<file path="src/rtl/tsc_pkg.sv">
// Purpose: Constants shared by the two-speed clock start-up block
// Assumes: 250 MHz system clock, oscillator levels synchronous to it
// Notes: Mode codes and source codes are local encodings
// Function
// - Crystal modes need 1024 external cycles counted before external clock use
// - Non-crystal oscillator modes disable two-speed start-up entirely
// - Count reaching 1024 before sleep sets done status, moves to external
// - Sleep during start-up aborts the count and keeps done status clear
// - Enable needs switchover bit 1, clock select 00, crystal mode
// - Start-up entered after power-on plus power-up timer, and after wake
// - Fail-safe monitor enabled forces two-speed start-up on regardless of switchover
// - Start runs on internal oscillator at the four-bit selected frequency
// - After count timeout wait internal falling edge, then set done status
// - Hold system clock low until external falling edge, then switch
// - Done status tells external source versus internal oscillator running
// - Sleep or power-on to external clock or RC mode: 2 cycles
// - Low-frequency internal to or from external/RC: one cycle of each
// - Any source to mid or high internal oscillator: about 2 us
// - To timer oscillator or crystal modes: 1024 counted clock cycles
// - PLL inactive to active at 16-32 MHz: about 2 ms lock
// - Internal oscillator started from sleep or power-on needs warm-up delay
package tsc_pkg;
   localparam logic [2:0] MODE_LOW_POWER_XTAL = 3'h0;
   localparam logic [2:0] MODE_CRYSTAL = 3'h1;
   localparam logic [2:0] MODE_HIGH_SPEED_XTAL = 3'h2;
   localparam logic [2:0] MODE_EXT_CLOCK = 3'h3;
   localparam logic [2:0] MODE_RES_CAP = 3'h4;
   localparam logic [1:0] SYS_SEL_PRIMARY = 2'h0;
   localparam int OST_W = 11;
   localparam int CNT_W = 20;
   localparam logic [10:0] OST_LIMIT = 11'h400;
   localparam logic [3:0] FREQ_RST = 4'h0;
   localparam logic [19:0] ECRC_WAKE_CYC = 20'h00002;
   localparam logic [19:0] EACH_CYC = 20'h00001;
   localparam logic [19:0] XTAL_SWITCH_CYC = 20'h00400;
   localparam int CLK_PERIOD_NS = 4;
   localparam int TWO_US_NS = 2000;
   localparam int TWO_US_CYC = (TWO_US_NS + CLK_PERIOD_NS - 1) / CLK_PERIOD_NS;
   localparam int PLL_LOCK_NS = 2000000;
   localparam int PLL_LOCK_CYC = (PLL_LOCK_NS + CLK_PERIOD_NS - 1) / CLK_PERIOD_NS;
   localparam int WARMUP_NS = 2000;
   localparam int WARMUP_CYC = (WARMUP_NS + CLK_PERIOD_NS - 1) / CLK_PERIOD_NS;
   typedef enum logic [2:0] {
      SRC_SLEEP_POR, SRC_LOW_INT, SRC_MID_INT, SRC_HIGH_INT,
      SRC_EXT_RESCAP, SRC_XTAL, SRC_TIMER_OSC
   } clk_src_e;
endpackage

</file>
<file path="src/rtl/osc_edge_if.sv">
// Purpose: Carries a sampled oscillator level and its falling edge
// Assumes: One detector drives, the start-up controller listens
// Notes: Both signals come from flip-flops
`timescale 1ns/1ps
interface osc_edge_if;
   logic level;
   logic fall;
   modport src (output level, output fall);
   modport dst (input level, input fall);
endinterface

</file>
<file path="src/rtl/two_speed_clock_startup.sv">
// Purpose: Two-speed start-up and oscillator switching delay control
// Assumes: Sleep and wake are one-cycle pulses from the core
// Notes: Output is clock selection, not the clock itself
`timescale 1ns/1ps
module two_speed_clock_startup #(
   parameter int PLL_LOCK_CYC = tsc_pkg::PLL_LOCK_CYC,
   parameter int WARMUP_CYC = tsc_pkg::WARMUP_CYC
) (
   input wire logic clk_i,
   input wire logic srst_i,
   input wire logic int_osc_i,
   input wire logic ext_osc_i,
   input wire logic int_ext_switchover_cfg_i,
   input wire logic [1:0] system_clock_select_i,
   input wire logic [2:0] osc_mode_i,
   input wire logic [3:0] internal_freq_select_i,
   input wire logic failsafe_clock_monitor_i,
   input wire logic powerup_timer_en_i,
   input wire logic powerup_timer_done_i,
   input wire logic sleep_i,
   input wire logic wake_i,
   input wire logic switch_req_i,
   input wire logic [2:0] switch_from_i,
   input wire logic [2:0] switch_to_i,
   input wire logic pll_enable_i,
   input wire logic pll_range_ok_i,
   output logic startup_done_status_o,
   output logic sys_clk_ext_o,
   output logic sys_clk_hold_o,
   output logic two_speed_active_o,
   output logic [3:0] internal_freq_o,
   output logic switch_busy_o,
   output logic switch_done_o,
   output logic pll_locked_o
);
   typedef enum logic [2:0] {
      TS_POWERUP_TIMER, TS_IDLE, TS_COUNT, TS_WAIT_INT, TS_HOLD, TS_EXT, TS_SLEEP
   } ts_state_e;
   typedef enum logic [1:0] {SW_IDLE, SW_WAIT_INT, SW_EXT, SW_CLK} sw_state_e;
   typedef struct packed {
      ts_state_e fsm;
      logic [tsc_pkg::OST_W-1:0] osc_startup_counter;
      logic status;
      logic sel_ext;
      logic hold;
      logic active;
      logic [3:0] freq;
      sw_state_e sw;
      logic [tsc_pkg::CNT_W-1:0] sw_cnt;
      logic sw_busy;
      logic sw_done;
      logic pll_busy;
      logic pll_locked;
      logic [tsc_pkg::CNT_W-1:0] pll_cnt;
   } state_s;

   state_s q;
   state_s d;
   logic xtal_mode;
   logic ts_enable;
   logic to_int;
   logic from_sleep;
   tsc_pkg::clk_src_e src_from;
   tsc_pkg::clk_src_e src_to;

   osc_edge_if int_edge ();
   osc_edge_if ext_edge ();

   osc_fall_detect u_int_fall (
      .clk_i(clk_i),
      .srst_i(srst_i),
      .osc_i(int_osc_i),
      .edge_o(int_edge)
   );
   osc_fall_detect u_ext_fall (
      .clk_i(clk_i),
      .srst_i(srst_i),
      .osc_i(ext_osc_i),
      .edge_o(ext_edge)
   );

   assign src_from = tsc_pkg::clk_src_e'(switch_from_i);
   assign src_to = tsc_pkg::clk_src_e'(switch_to_i);
   assign from_sleep = (src_from == tsc_pkg::SRC_SLEEP_POR);
   assign to_int = (src_to == tsc_pkg::SRC_LOW_INT) || (src_to == tsc_pkg::SRC_MID_INT) ||
                   (src_to == tsc_pkg::SRC_HIGH_INT);

   assign xtal_mode = (osc_mode_i == tsc_pkg::MODE_LOW_POWER_XTAL) ||
                      (osc_mode_i == tsc_pkg::MODE_CRYSTAL) ||
                      (osc_mode_i == tsc_pkg::MODE_HIGH_SPEED_XTAL);
   // enable terms, fail-safe overrides switchover bit
   assign ts_enable = xtal_mode && (system_clock_select_i == tsc_pkg::SYS_SEL_PRIMARY) &&
                      (int_ext_switchover_cfg_i || failsafe_clock_monitor_i);

   always_comb begin
      d = q;
      d.sw_done = 1'b0;
      // internal frequency follows select while internal
      if (!q.sel_ext) begin
         d.freq = internal_freq_select_i;
      end
      unique case (q.fsm)
         TS_POWERUP_TIMER: begin
            if (!powerup_timer_en_i || powerup_timer_done_i) begin
               d.osc_startup_counter = '0;
               d.fsm = ts_enable ? TS_COUNT : TS_IDLE;
               d.active = ts_enable;
            end
         end
         TS_IDLE: begin
            d.active = 1'b0;
         end
         TS_COUNT: begin
            if (q.osc_startup_counter == tsc_pkg::OST_LIMIT) begin
               d.fsm = TS_WAIT_INT;
            end else if (ext_edge.fall) begin
               d.osc_startup_counter = q.osc_startup_counter + 11'h001;
            end
         end
         TS_WAIT_INT: begin
            // status set on internal falling edge
            if (int_edge.fall) begin
               d.status = 1'b1;
               d.hold = 1'b1;
               d.fsm = TS_HOLD;
            end
         end
         TS_HOLD: begin
            // clock held low until external falling edge
            if (ext_edge.fall) begin
               d.hold = 1'b0;
               d.sel_ext = 1'b1;
               d.active = 1'b0;
               d.fsm = TS_EXT;
            end
         end
         TS_EXT: begin
            d.sel_ext = 1'b1;
         end
         TS_SLEEP: begin
            // wake restarts count with status clear
            if (wake_i) begin
               d.osc_startup_counter = '0;
               d.status = 1'b0;
               d.sel_ext = 1'b0;
               d.fsm = ts_enable ? TS_COUNT : TS_IDLE;
               d.active = ts_enable;
            end
         end
      endcase
      // sleep aborts start-up and clears status, except in TS_EXT where status and external select are kept
      if (sleep_i && (q.fsm != TS_SLEEP)) begin
         d.fsm = TS_SLEEP;
         d.active = 1'b0;
         d.hold = 1'b0;
         if (q.fsm != TS_EXT) begin
            d.status = 1'b0;
            d.sel_ext = 1'b0;
         end
      end

      unique case (q.sw)
         SW_IDLE: begin
            if (switch_req_i) begin
               if (to_int && from_sleep) begin
                  d.sw = SW_CLK;
                  d.sw_cnt = tsc_pkg::CNT_W'(WARMUP_CYC);
               end else if (src_to == tsc_pkg::SRC_MID_INT || src_to == tsc_pkg::SRC_HIGH_INT) begin
                  d.sw = SW_CLK;
                  d.sw_cnt = tsc_pkg::CNT_W'(tsc_pkg::TWO_US_CYC);
               end else if (src_to == tsc_pkg::SRC_EXT_RESCAP && from_sleep) begin
                  d.sw = SW_EXT;
                  d.sw_cnt = tsc_pkg::ECRC_WAKE_CYC;
               end else if (src_to == tsc_pkg::SRC_LOW_INT ||
                            (src_to == tsc_pkg::SRC_EXT_RESCAP &&
                             src_from == tsc_pkg::SRC_LOW_INT)) begin
                  // one internal then one external cycle
                  d.sw = SW_WAIT_INT;
                  d.sw_cnt = tsc_pkg::EACH_CYC;
               end else if (src_to == tsc_pkg::SRC_XTAL || src_to == tsc_pkg::SRC_TIMER_OSC) begin
                  // full start-up count on new oscillator
                  d.sw = SW_EXT;
                  d.sw_cnt = tsc_pkg::XTAL_SWITCH_CYC;
               end else begin
                  d.sw = SW_EXT;
                  d.sw_cnt = tsc_pkg::EACH_CYC;
               end
            end
         end
         SW_WAIT_INT: begin
            if (int_edge.fall) begin
               d.sw = SW_EXT;
            end
         end
         SW_EXT: begin
            if (ext_edge.fall) begin
               d.sw_cnt = q.sw_cnt - 20'h00001;
               if (q.sw_cnt <= 20'h00001) begin
                  d.sw = SW_IDLE;
                  d.sw_done = 1'b1;
               end
            end
         end
         SW_CLK: begin
            d.sw_cnt = q.sw_cnt - 20'h00001;
            if (q.sw_cnt <= 20'h00001) begin
               d.sw = SW_IDLE;
               d.sw_done = 1'b1;
            end
         end
      endcase

      if (!pll_enable_i) begin
         d.pll_busy = 1'b0;
         d.pll_locked = 1'b0;
      end else if (q.pll_busy) begin
         d.pll_cnt = q.pll_cnt - 20'h00001;
         if (q.pll_cnt <= 20'h00001) begin
            d.pll_busy = 1'b0;
            d.pll_locked = 1'b1;
         end
      end else if (!q.pll_locked) begin
         // Out of range result has no documented delay, taken as immediate
         d.pll_busy = pll_range_ok_i;
         d.pll_locked = !pll_range_ok_i;
         d.pll_cnt = tsc_pkg::CNT_W'(PLL_LOCK_CYC);
      end
      // Busy kept in a flop so the output carries no decode glitch
      d.sw_busy = (d.sw != SW_IDLE);
   end

   always_ff @(posedge clk_i) begin
      if (srst_i) begin
         q <= '0;
      end else begin
         q <= d;
      end
   end

   assign startup_done_status_o = q.status;
   assign sys_clk_ext_o = q.sel_ext;
   assign sys_clk_hold_o = q.hold;
   assign two_speed_active_o = q.active;
   assign internal_freq_o = q.freq;
   assign switch_busy_o = q.sw_busy;
   assign switch_done_o = q.sw_done;
   assign pll_locked_o = q.pll_locked;

   localparam int A_TWO_US = tsc_pkg::TWO_US_CYC;
   localparam int A_TWO_US_MAX = tsc_pkg::TWO_US_CYC + 1;
endmodule

</file>
<file path="src/rtl/osc_fall_detect.sv">
// Purpose: Falling edge detector for one oscillator input
// Assumes: Oscillator input already synchronous to clk_i
// Notes: Oscillator must stay below half the system clock rate
`timescale 1ns/1ps
module osc_fall_detect (
   input wire logic clk_i,
   input wire logic srst_i,
   input wire logic osc_i,
   osc_edge_if.src edge_o
);
   typedef struct packed {
      logic level;
      logic fall;
   } det_s;
   det_s q;
   det_s d;
   always_comb begin
      d = q;
      d.level = osc_i;
      d.fall = q.level & ~osc_i;
   end
   always_ff @(posedge clk_i) begin
      if (srst_i) begin
         q <= '0;
      end else begin
         q <= d;
      end
   end
   assign edge_o.level = q.level;
   assign edge_o.fall = q.fall;
endmodule

</file>
<file path="config.mk">
export PLATFORM = sky130hd
export DESIGN_NAME = two_speed_clock_startup
export DESIGN_NICKNAME = d
export VERILOG_FILES = /design/src/rtl/tsc_pkg.sv /design/src/rtl/osc_edge_if.sv /design/src/rtl/two_speed_clock_startup.sv /design/src/rtl/osc_fall_detect.sv
export SDC_FILE = /design/constraint.sdc
export NUM_CORES = 1
export LEC_CHECK = 0
export ABC_CLOCK_PERIOD_IN_PS = 2700
export BUFFER_PORTS_ARGS = -buffer_cell sky130_fd_sc_hd__clkbuf_2
export CAP_MARGIN = 15
export CORE_AREA = 3 3 82 103
export CTS_CLUSTER_SIZE = 20
export DETAILED_ROUTE_END_ITERATION = 12
export DIE_AREA = 0 0 85 106
export GPL_TIMING_DRIVEN = 0
export PLACE_DENSITY = 0.75
export SLEW_MARGIN = 0
export SYNTH_ARGS = -nofsm -noshare
export SYNTH_HDL_FRONTEND = slang
export SYNTH_SLANG_ARGS = --single-unit
</file>
<file path="constraint.sdc">
create_clock -name clk_i -period 2.7 [get_ports clk_i]
set_input_delay 0.54 -clock clk_i [delete_from_list [all_inputs] [get_ports clk_i]]
set_output_delay 0.54 -clock clk_i [all_outputs]
set_load 0.05 [all_outputs]
</file>
* Word-level counts from Yosys, hierarchy flattened
Index checks and enable logic that the tools add are counted.
Storage, ports and cells: flip-flop bits (word level) 72, input port bits 28, output and inout port bits 11, logic and storage cells 143
Operators by class: add/sub/neg operators 3, magnitude comparators 2, equal/unequal tests 37, muxes and demuxes 39, bitwise gates (word level) 5, reductions and logical operators 38
Operators with widths (number):
- $mux 22 | 8
- $pmux 20 s3 | 1
- $le 20x1->1 const B | 2
- $sub 20x1->20 const B | 2
- $mux 11 | 3
- $pmux 11 s3 | 1
- $eq 3x3->1 const B | 6
- $mux 16 | 1
- $eq 3x2->1 const B | 5
- $mux 3 | 5
- $ne 3x3->1 const B | 5
- $pmux 3 s5 | 1
- $mux 14 | 1
- $eq 3x1->1 const B | 4
- $ne 2x1->1 const B | 6
- $reduce_and 6->1 | 2
- $add 11x1->11 const B | 1
- $eq 11x11->1 const B | 1
- $mux 2 | 5
- $ne 2x2->1 const B | 5
- $logic_not 3->1 | 3
- $logic_or 1x1->1 | 9
- $pmux 2 s4 | 1
- $logic_and 1x1->1 | 6
- 22 further kinds | 40

* Logic depth before layout (Yosys ltp)
Gate-level depths: netlist of run 1.
depth in word-level cells 10, gate-level depth with buffers 8, mapped depth without buffers 7

* Hierarchy
From an unflattened synthesis of run 1, not the netlist that was laid out.
Unflattened totals: cells, all modules 482, area, all modules 4082.7 µm²
By module, submodules not included:
- two_speed_clock_startup | instances 1, cells an instance 474, area an instance 3965.1 µm², sequential area each 1361.3 µm²
- osc_fall_detect | instances 2, cells an instance 4, area an instance 58.8 µm², sequential area each 40.0 µm²

* Least setup slack after synthesis of run 1
No wires, ideal clock.
path kind register -> register, from register q[54] (netlist name), to register q[57] (netlist name), arrival 1.880 ns, data required time 2.573 ns, setup slack 0.693 ns, cell stages (with the launch flop) 9, path buffers 1, clock period less this slack 2.007 ns, cells stage by stage dfxtp_1 > inv_1 > ha_1 > or4b_1 > o41a_1 > buf_2 > o211ai_4 > xor2_1 > nor2_1
Between the ends: cells in the longest elaborated chain, start to end 4, elaborated cells between the ends (all ways) 7, those cells by class add/sub (1); eq/ne (2); mux (3); reduce/logical (1)
Ends and longest elaborated chain:
- start, declared | line two_speed_clock_startup.sv:57 | state_s q;
- start signal, assigned | line two_speed_clock_startup.sv:234 | q <= '0;
- start signal, assigned | line two_speed_clock_startup.sv:236 | q <= d;
- $add 11x1->11 | line two_speed_clock_startup.sv:117 | d.osc_startup_counter = q.osc_startup_counter + 11'h001;
- $mux 11 | line two_speed_clock_startup.sv:116 | end else if (ext_edge.fall) begin
- $mux 11 | line two_speed_clock_startup.sv:114 | if (q.osc_startup_counter == tsc_pkg::OST_LIMIT) begin
- $pmux 11 s3 | line two_speed_clock_startup.sv:102 | unique case (q.fsm)
Several ways; a longest one is shown, not always the timed one. The select of a mux whose other input is x is not followed. A chain may end at the register's enable or synchronous reset.

* Worst setup path in the final report of run 1
from register q[54] (netlist name), to register q[66] (netlist name)
Between the ends: cells in the longest elaborated chain, start to end 3
Ends and longest elaborated chain (line):
- $eq 11x11->1 | two_speed_clock_startup.sv:114
- $ne 3x3->1 (no line)
- $reduce_and 6->1 (no line)
No other way between the ends.

==> impl_metrics.ini, run 1 <==
[status]
status = finished, final reports clean

[synthesis]
yosys.area.top_type_share_pct = 38.3
synth.area.mux_share_pct = 1.63
synth_area_mm2 = 0.00376
yosysUniqueCellTypes = 61
synthAdderAreaFrac_pct = 2.26
ys_dominant_reg_cell = dfxtp_1
syn_avg_cell_area_um2 = 8.39
yosysTopAreaCell = dfxtp_1
syn_nets = 482
synth_top_family_by_area = simple AND/OR/NAND/NOR gates
ys_warn_count = 0
yosys.area_share.xor_xnor_pct = 5.59
synthArstFlopShare_pct = 0
synth_cells = 448
synth_compound_area_share_pct = 19.3
synthTopCellsByArea = dfxtp_1, nor2_1, a21oi_1
synth_edf_count = 0
yosys_register_bits = 72
yosysSeqAreaShare_pct = 38.3
yosys.area_share.simple_pct = 28.5

[clock_tree]
cts_tree = done
cts_setup_buffers = 0
clock_sinks = 72
insertion_delay_ps = 350
clock_path_buffers = 2
cts_buffers = 9
htree_levels = 3
cts_root_buf = clkbuf_8
cts_resized = 0
clk_pin_slew_ps = 70
cts_hold_buf = 0

[grt]
grt_pass1_vias = 3275
grt_max_degree = 12
grt_overflow_total = 0
antenna_found_initial = 0
track_usage_pct = 20.0
grt_pass1_wl_um = 14800

[setup_path]
critPathLaunch = q[54]
cp-start-kind = flop
timing.rr.start = q[54]
path_class = reg -> reg
cp.arrival_ps = 2570
cp-end-kind = flop
r2r_slack_ps = 330
crit_required_ps = 2910
path_max_fanout = 3

[timing]
fin_ws_ps = 334
setup_violations = 0
skew_ps = 7.78
worst_slew_pin_slew_ps = 790
fin_crit_sh_pct = 87.6
hold_viol = 0
rsz0062_at_grt = false
period_minus_slack_ps = 2370
final_max_slew_viol_count = 0
slew_headroom_pct = 47.2
tns_ps = 0
clock.fmax_mhz = 423

[flow_run]
max_cap_violations = 0

[hold_path]
hold_path.class = in -> reg
min_from = ext_osc_i

[floorplanning]
start_util_pct = 50.2
die_area_mm2 = 0.00901
core_mm2 = 0.00749
dieWidth_um = 85
die_h_um = 106
rows = 35
ios = 39

[pwr]
switching_share_pct = 34.8
power.switching_w = 0.00106
pwr-share-clk_pct = 28.1
p_int_w = 0.00199
powerDensity_mw_per_mm2 = 719
p_leak_nw = 1.55
p_seq_share_pct = 41.2
ir_worst_vdd_uv = 389
comb_power_share_pct = 30.7

[detailed_routing]
via_per_inst = 5.85
via_count = 3456
first_iter_violations = 166
drt_pass1_iterations = 4
post-route-drc-count = 0
wl_per_cell_um = 14.8
drt_wl_total_um = 8730
ant_nets = 0

[layout]
nets = 528
syn2layout_area_growth_pct = 13.0
final_cell_mix = dfxtp_1, nor2_1, clkbuf_2, a21oi_1, nand2_1
drive_above_1_share_pct = 14.8
layout_commonest_cell = dfxtp_1
fin_util_pct = 56.7
largest_register = q
largest_register_ffs = 57
num_antenna_cells = 0
stdcell_area_mm2 = 0.00425

[placed_design]
dp_slack_ps = 353
globalplace.congestion = 0.874
port_buffers = 35
post-dp-hpwl_um = 6310
post_dp_cell_area_mm2 = 0.00405
==> worst max-delay path, cell delays in order, from the launching register on <==
cell       delay [ps]
dfxtp_1           320
inv_1              80
ha_1              140
or4b_1            490
o41ai_1           540
nand3_1           180
a2111oi_0         390
a211oi_1           80
==> per-stage QoR <==
step,hold slack [ps],power (W),std cells
after floorplan,432,0.00199,448
after global placement,441,0.00217,575
after detailed placement,446,0.00221,575
after CTS,351,0.00307,591
after global routing,358,0.00325,591
final,360,0.00305,591
==> area by class of cell <==
class / count / area, µm²
Inverter: 13 / 48.8
Clock inverter: 3 / 40.0
Fill cell: 709 / 3240
Clock buffer: 13 / 159
Sequential cell: 72 / 1440
Multi-Input combinational cell: 338 / 2160
Timing Repair Buffer: 35 / 175
Buffer: 25 / 114
Tap cell: 92 / 115
==> metal layers <==
| layer | vias up | GRT usage (%) | share of wire [%] |
|---|---|---|---|
| met4 | 0 | 9.95 | 2.3 |
| met2 | 65 | 33.9 | 50 |
| li1 | 1737 | - | - |
| met3 | 13 | 2.79 | 3.5 |
| met5 | - | 0 | 0 |
| met1 | 1641 | 24.5 | 44 |
==> logic make-up after synthesis <==
family / Yosys count
mux: 6
compound gates: 107
flops: 72
xor+xnor: 24
buf+inv: 38
simple gates: 194
fa+ha+maj: 7
==> synth_stat cells (5+ instances only) <==
master	n
nand2b_1	6
nor3b_1	6
nand3_1	14
a21oi_1	32
nor2_1	53
o211ai_1	10
or3_1	9
mux2i_1	5
inv_1	13
ha_1	6
o31ai_1	7
nand2_1	32
nor2b_1	7
buf_4	5
nor3_1	19
o21ai_0	16
nand4_1	11
a21o_1	5
xor2_1	9
a31oi_1	5
xnor2_1	15
dfxtp_1	72
clkbuf_1	17
nor4_1	7
==> power by group through the flow <==
stage	registers, W	logic (W)	clock network, W
2_1_floorplan	0.00129	0.000706	0
3_5_place_dp	0.00128	0.000926	0
5_1_grt	0.00128	0.00105	0.000918
3_3_place_gp	0.00128	0.000899	0
6_report	0.00126	0.000938	0.000857
4_1_cts	0.00126	0.000933	0.000875
==> path summary, 6_finish.rpt <==
path                                               end  cells past startpoint
worst min-delay path            u_ext_fall.edge_o.fall                      2
worst max register to register                   q[66]                      7
worst max-delay path                             q[66]                      7
worst min register to register  u_ext_fall.edge_o.fall                      1
(Power assumes the default switching activity.)
==> inputs of run 2 (changes only) <==
- ABC_CLOCK_PERIOD_IN_PS: 2700 -> 2200
- CELL_PAD_IN_SITES_DETAIL_PLACEMENT: not set -> 1
- CELL_PAD_IN_SITES_GLOBAL_PLACEMENT: not set -> 1
- CORE_AREA: 3 3 82 103 -> 3 3 87 110
- DIE_AREA: 0 0 85 106 -> 0 0 90 113
- PLACE_DENSITY: 0.75 -> 0.85
- TNS_END_PERCENT: not set -> 100
- clock period: 2.7 -> 2.2 ns (I/O delays scaled with it)
==> run 2 against run 1 <==
  * Maximum frequency rose by 13%
  * Highest routed layer unchanged
  * Sequential power up 24%
  * Register-to-register slack got worse by 230 ps
==> impl_metrics.ini, run 2 (synthesized netlist as in run 1, its figures left out) <==
[detailed_routing]
ant_nets = 0
wl_per_cell_um = 16.1
drt_wl_total_um = 10000
via_count = 3536
first_iter_violations = 153
via_per_inst = 5.69
post-route-drc-count = 0
drt_pass1_iterations = 4

[floorplanning]
dieWidth_um = 90
start_util_pct = 43.4
die_h_um = 113
ios = 39
rows = 38
die_area_mm2 = 0.0102
core_mm2 = 0.00865

[clock_tree]
cts_buffers = 9
cts_root_buf = clkbuf_8
clock_path_buffers = 2
clk_pin_slew_ps = 70
insertion_delay_ps = 350
cts_tree = done
htree_levels = 3
clock_sinks = 72

[timing]
setup_violations = 0
final_max_slew_viol_count = 0
worst_slew_pin_slew_ps = 798
hold_viol = 0
whs_ps = 254
slew_headroom_pct = 46.7
fin_crit_sh_pct = 95.2
period_minus_slack_ps = 2100
tns_ps = 0
clock.fmax_mhz = 477
skew_ps = 5.52

[placed_design]
post_dp_cell_area_mm2 = 0.00409
globalplace.congestion = 0.882
placedCellCount = 603
post-dp-hpwl_um = 7390
port_buffers = 35

[layout]
drive_above_1_share_pct = 16.8
syn2layout_area_growth_pct = 15.4
num_antenna_cells = 0
largest_register = q
fillerInstances = 1112
layout_commonest_cell = dfxtp_1
nets = 532
largest_register_ffs = 57
final-instance-count-excl-fill = 621
stdcell_area_mm2 = 0.00434
final_cell_mix = dfxtp_1, nor2_1, clkbuf_2, a21oi_1, nand2_1
multi_input_area_mm2 = 0.00222
ff_latch_area_mm2 = 0.00144

[setup_path]
cp.arrival_ps = 2320
path_max_fanout = 9
cp-start-kind = flop
cp-end-kind = flop
crit_required_ps = 2430
path_class = reg -> reg
rr_worst_depth = 8

[grt]
grt_overflow_total = 0
grt_pass1_vias = 3565
antenna_found_initial = 0
track_usage_pct = 19.9
grt_pass1_wl_um = 16700
grt_max_degree = 11

[hold_path]
hold_path.class = in -> reg
hold-path-cell-count = 2

[pwr]
ir_worst_vdd_uv = 339
p_leak_nw = 1.55
powerDensity_mw_per_mm2 = 851
p_total_w = 0.00369

[flow_run]
max_cap_violations = 0

[status]
status = finished, final reports clean
[run 2: worst max-delay path, stage by stage, from the launching register on]
cell,delay (ps)
dfxtp_1,340
inv_1,60
ha_1,130
or4b_4,480
o41a_1,340
buf_6,150
o211ai_4,240
xor2_1,180
nor2_1,50
[run 2: metrics by stage]
stage                     setup WS [ps]  utilization [%]
after floorplan                     193                -
after global placement             -141             47.2
after detailed placement           -254             47.2
after CTS                         -5.52             49.2
after global routing              -14.1             50.1
final                               105             50.1
[run 2: repair_timing]
action,in CTS,in global routing
resized for setup,7,11
hold buffers,0,0
buffers inserted,0,4
setup endpoints to repair,9,13
pin swaps,2,6
[run 2: report_power, final]
| group | total (W) | internal (W) | switching (W) |
|---|---|---|---|
| Combinational | 0.00124 | 0.000467 | 0.000770 |
| Clock | 0.000897 | 0.000428 | 0.000469 |
| Sequential | 0.00156 | 0.00143 | 0.000125 |
| Total | 0.00369 | 0.00233 | 0.00136 |
[run 2: layout make-up]
class	instances	area share (%)
clock inverter	1	0.115
buffer	25	2.80
multi-input combinational	338	51.1
clock buffer	13	3.43
timing repair buffer	39	4.73
inverter	13	1.12
tap	120	3.46
sequential	72	33.3
[run 2: final timing paths]
path / from / to / slack [ps]
max reg2reg: q[55] / q[57] / 100
min reg2reg: u_ext_fall.edge_o.level / u_ext_fall.edge_o.fall / 460
max: q[55] / q[57] / 100
min: ext_osc_i / u_ext_fall.edge_o.fall / 250
[run 2: routing by layer]
metal,routed length (µm),global-route usage (%),vias up
met3,243,3.32,15
met4,178,7.56,0
met2,5330,37.9,51
met5,0,0,-
li1,-,-,1735
met1,4260,22.0,1735
==> inputs of run 3 (changes only) <==
--- a/config.mk
+++ b/config.mk
@@ -17,4 +17,5 @@
 export GPL_TIMING_DRIVEN = 0
 export PLACE_DENSITY = 0.85
+export SETUP_SLACK_MARGIN = 0.4
 export SLEW_MARGIN = 0
 export SYNTH_ARGS = -nofsm -noshare
==> constraint.sdc (replaced) <==
create_clock -name clk_i -period 2.2 [get_ports clk_i]
set_input_delay 0.44 -clock clk_i [delete_from_list [all_inputs] [get_ports clk_i]]
set_output_delay 0.44 -clock clk_i [all_outputs]
set_load 0.02 [all_outputs]
==> run 3 against run 2 <==
  * Largest cell class unchanged
  * Clock skew increased by 7.9 ps
  * Maximum frequency fell by 2.7%
  * Global-route usage grew 3.0 points
  * Final cell count increased by 5.2%
  * Count of clock-buffer cells in the layout increased by 1
  * Largest power group is now combinational cells
  * Sequential share of layout area decreased by 4.3 points
  * Routed wire length increased by 29%
  * Register-to-register slack got worse by 60 ps
  * Worst hold slack improved by 33 ps
==> impl_metrics.ini, run 3 (synthesized netlist as in run 1, its figures left out) <==
[detailed_routing]
ant_nets = 0
post-route-drc-count = 0
via_count = 3835
drt_pass1_iterations = 4
via_per_inst = 5.87
drt_wl_total_um = 12900
first_iter_violations = 186
wl_per_cell_um = 19.7

[clock_tree]
htree_levels = 3
clk_pin_slew_ps = 80
cts_root_buf = clkbuf_8
cts_tree = done
cts_buffers = 9
clock_sinks = 72
cts_hold_buf = 0
insertion_delay_ps = 360
clock_path_buffers = 2

[floorplanning]
die_area_mm2 = 0.0102
core_mm2 = 0.00865
rows = 38
die_h_um = 113
start_util_pct = 43.4
dieWidth_um = 90
ios = 39

[layout]
num_antenna_cells = 0
nets = 562
fillerInstances = 1031
drive_above_1_share_pct = 34.0
final_cell_mix = dfxtp_1, nor2_1, clkbuf_2, buf_4
layout_commonest_cell = dfxtp_1
syn2layout_area_growth_pct = 33.9
final-instance-count-excl-fill = 653
fin_util_pct = 58.2
largest_register_ffs = 57
largest_register = q

[setup_path]
cp-endpoint = q[63]
cp-end-kind = flop
crit_slowest_cell = or4b_4
path_max_fanout = 7
timing.rr.start = q[54]
rr_worst_depth = 8
critPathMaxStageDelay_ps = 470
crit_required_ps = 2480
r2r_slack_ps = 50
critPathLaunch = q[54]
crit_chain = inv_4 > ha_4 > or4b_4 > o41a_1 > buf_6 > o211ai_4 > o21ai_0 > a21oi_1
cp.arrival_ps = 2430
path_class = reg -> reg
r2r-end = q[63]
cp-start-kind = flop

[timing]
final_max_slew_viol_count = 0
fin_ws_ps = 47.1
clock.fmax_mhz = 464
skew_ps = 13.5
hold_viol = 0
tns_ps = 0
worst_slew_pin_slew_ps = 778
setup_violations = 0
period_minus_slack_ps = 2150
rsz0062_at_grt = true
slew_headroom_pct = 48.1
fin_crit_sh_pct = 97.9

[placed_design]
placedCellCount = 603
port_buffers = 35
globalplace.congestion = 0.880
dp_slack_ps = -131
post-dp-hpwl_um = 7590

[status]
status = finished, final reports clean

[pwr]
powerDensity_mw_per_mm2 = 933
p_total_w = 0.00470
p_leak_nw = 1.88
ir_worst_vdd_uv = 523

[grt]
grt_pass1_wl_um = 19100
grt_max_degree = 12
grt_pass1_vias = 3999
antenna_found_initial = 0
track_usage_pct = 23.0
grt_overflow_total = 0

[flow_run]
max_cap_violations = 0

[hold_path]
hold_path.class = in -> reg
hold-path-cell-count = 2
run 3: per-stage QoR:
step                instance area [µm²]  hold slack [ps]
floorplan                          3870              438
global placement                   4200              444
detailed placement                 4200              453
CTS                                4740              254
global route                       5030              289
finish                             5030              286
run 3: how the worst min path moves through the flow:
stage	start	end	slack, ps
finish	ext_osc_i	u_ext_fall.edge_o.fall	290
global route	int_osc_i	u_int_fall.edge_o.fall	290
CTS	ext_osc_i	u_ext_fall.edge_o.fall	250
detailed placement	u_ext_fall.edge_o.level	u_ext_fall.edge_o.fall	450
global placement	u_ext_fall.edge_o.level	u_ext_fall.edge_o.fall	440
floorplan	u_ext_fall.edge_o.level	u_ext_fall.edge_o.fall	440
run 3: worst max-delay path: cells and delay by family (launching register included):
family	cells	cell delay, ps
flops	1	340
simple gates	1	470
compound gates	4	920
buf+inv	2	220
fa+ha+maj	1	120
run 3: routing by layer:
layer  wire length (µm)  vias up  global-route usage (%)
met5                  0        -                       0
met4                387        0                    10.4
met3                403       38                    3.79
met2               7400       89                    44.3
met1               4710     1903                    24.3
li1                   -     1805                       -
run 3: power breakdown:
part | internal (W) | total, W | leakage (nW) | switching, W
sequential | 0.00144 | 0.00159 | 0.594 | 0.000148
combinational | 0.000812 | 0.00186 | 1.16 | 0.00105
clock | 0.000734 | 0.00126 | 0.117 | 0.000521
run 3: repair_timing:
action                                  4_1_cts  5_1_grt
endpoints found under the setup margin       52       54
hold endpoints to repair                      0        0
pin swaps                                    28       32
cloned                                        1        0
resized for setup                            29       58
buffers inserted                             24        9
run 3: area by class of cell:
| cell class | instances | area (µm²) | share of cell area [%] |
|---|---|---|---|
| well taps | 120 | 150 | 2.98 |
| flip-flops and latches | 72 | 1460 | 29.0 |
| clock buffers | 14 | 173 | 3.43 |
| clock inverters | 2 | 60.1 | 1.19 |
| repair buffers | 69 | 482 | 9.57 |
| inverters | 13 | 51.3 | 1.02 |
| plain buffers | 25 | 141 | 2.81 |
| multi-input cells | 338 | 2520 | 50.0 |
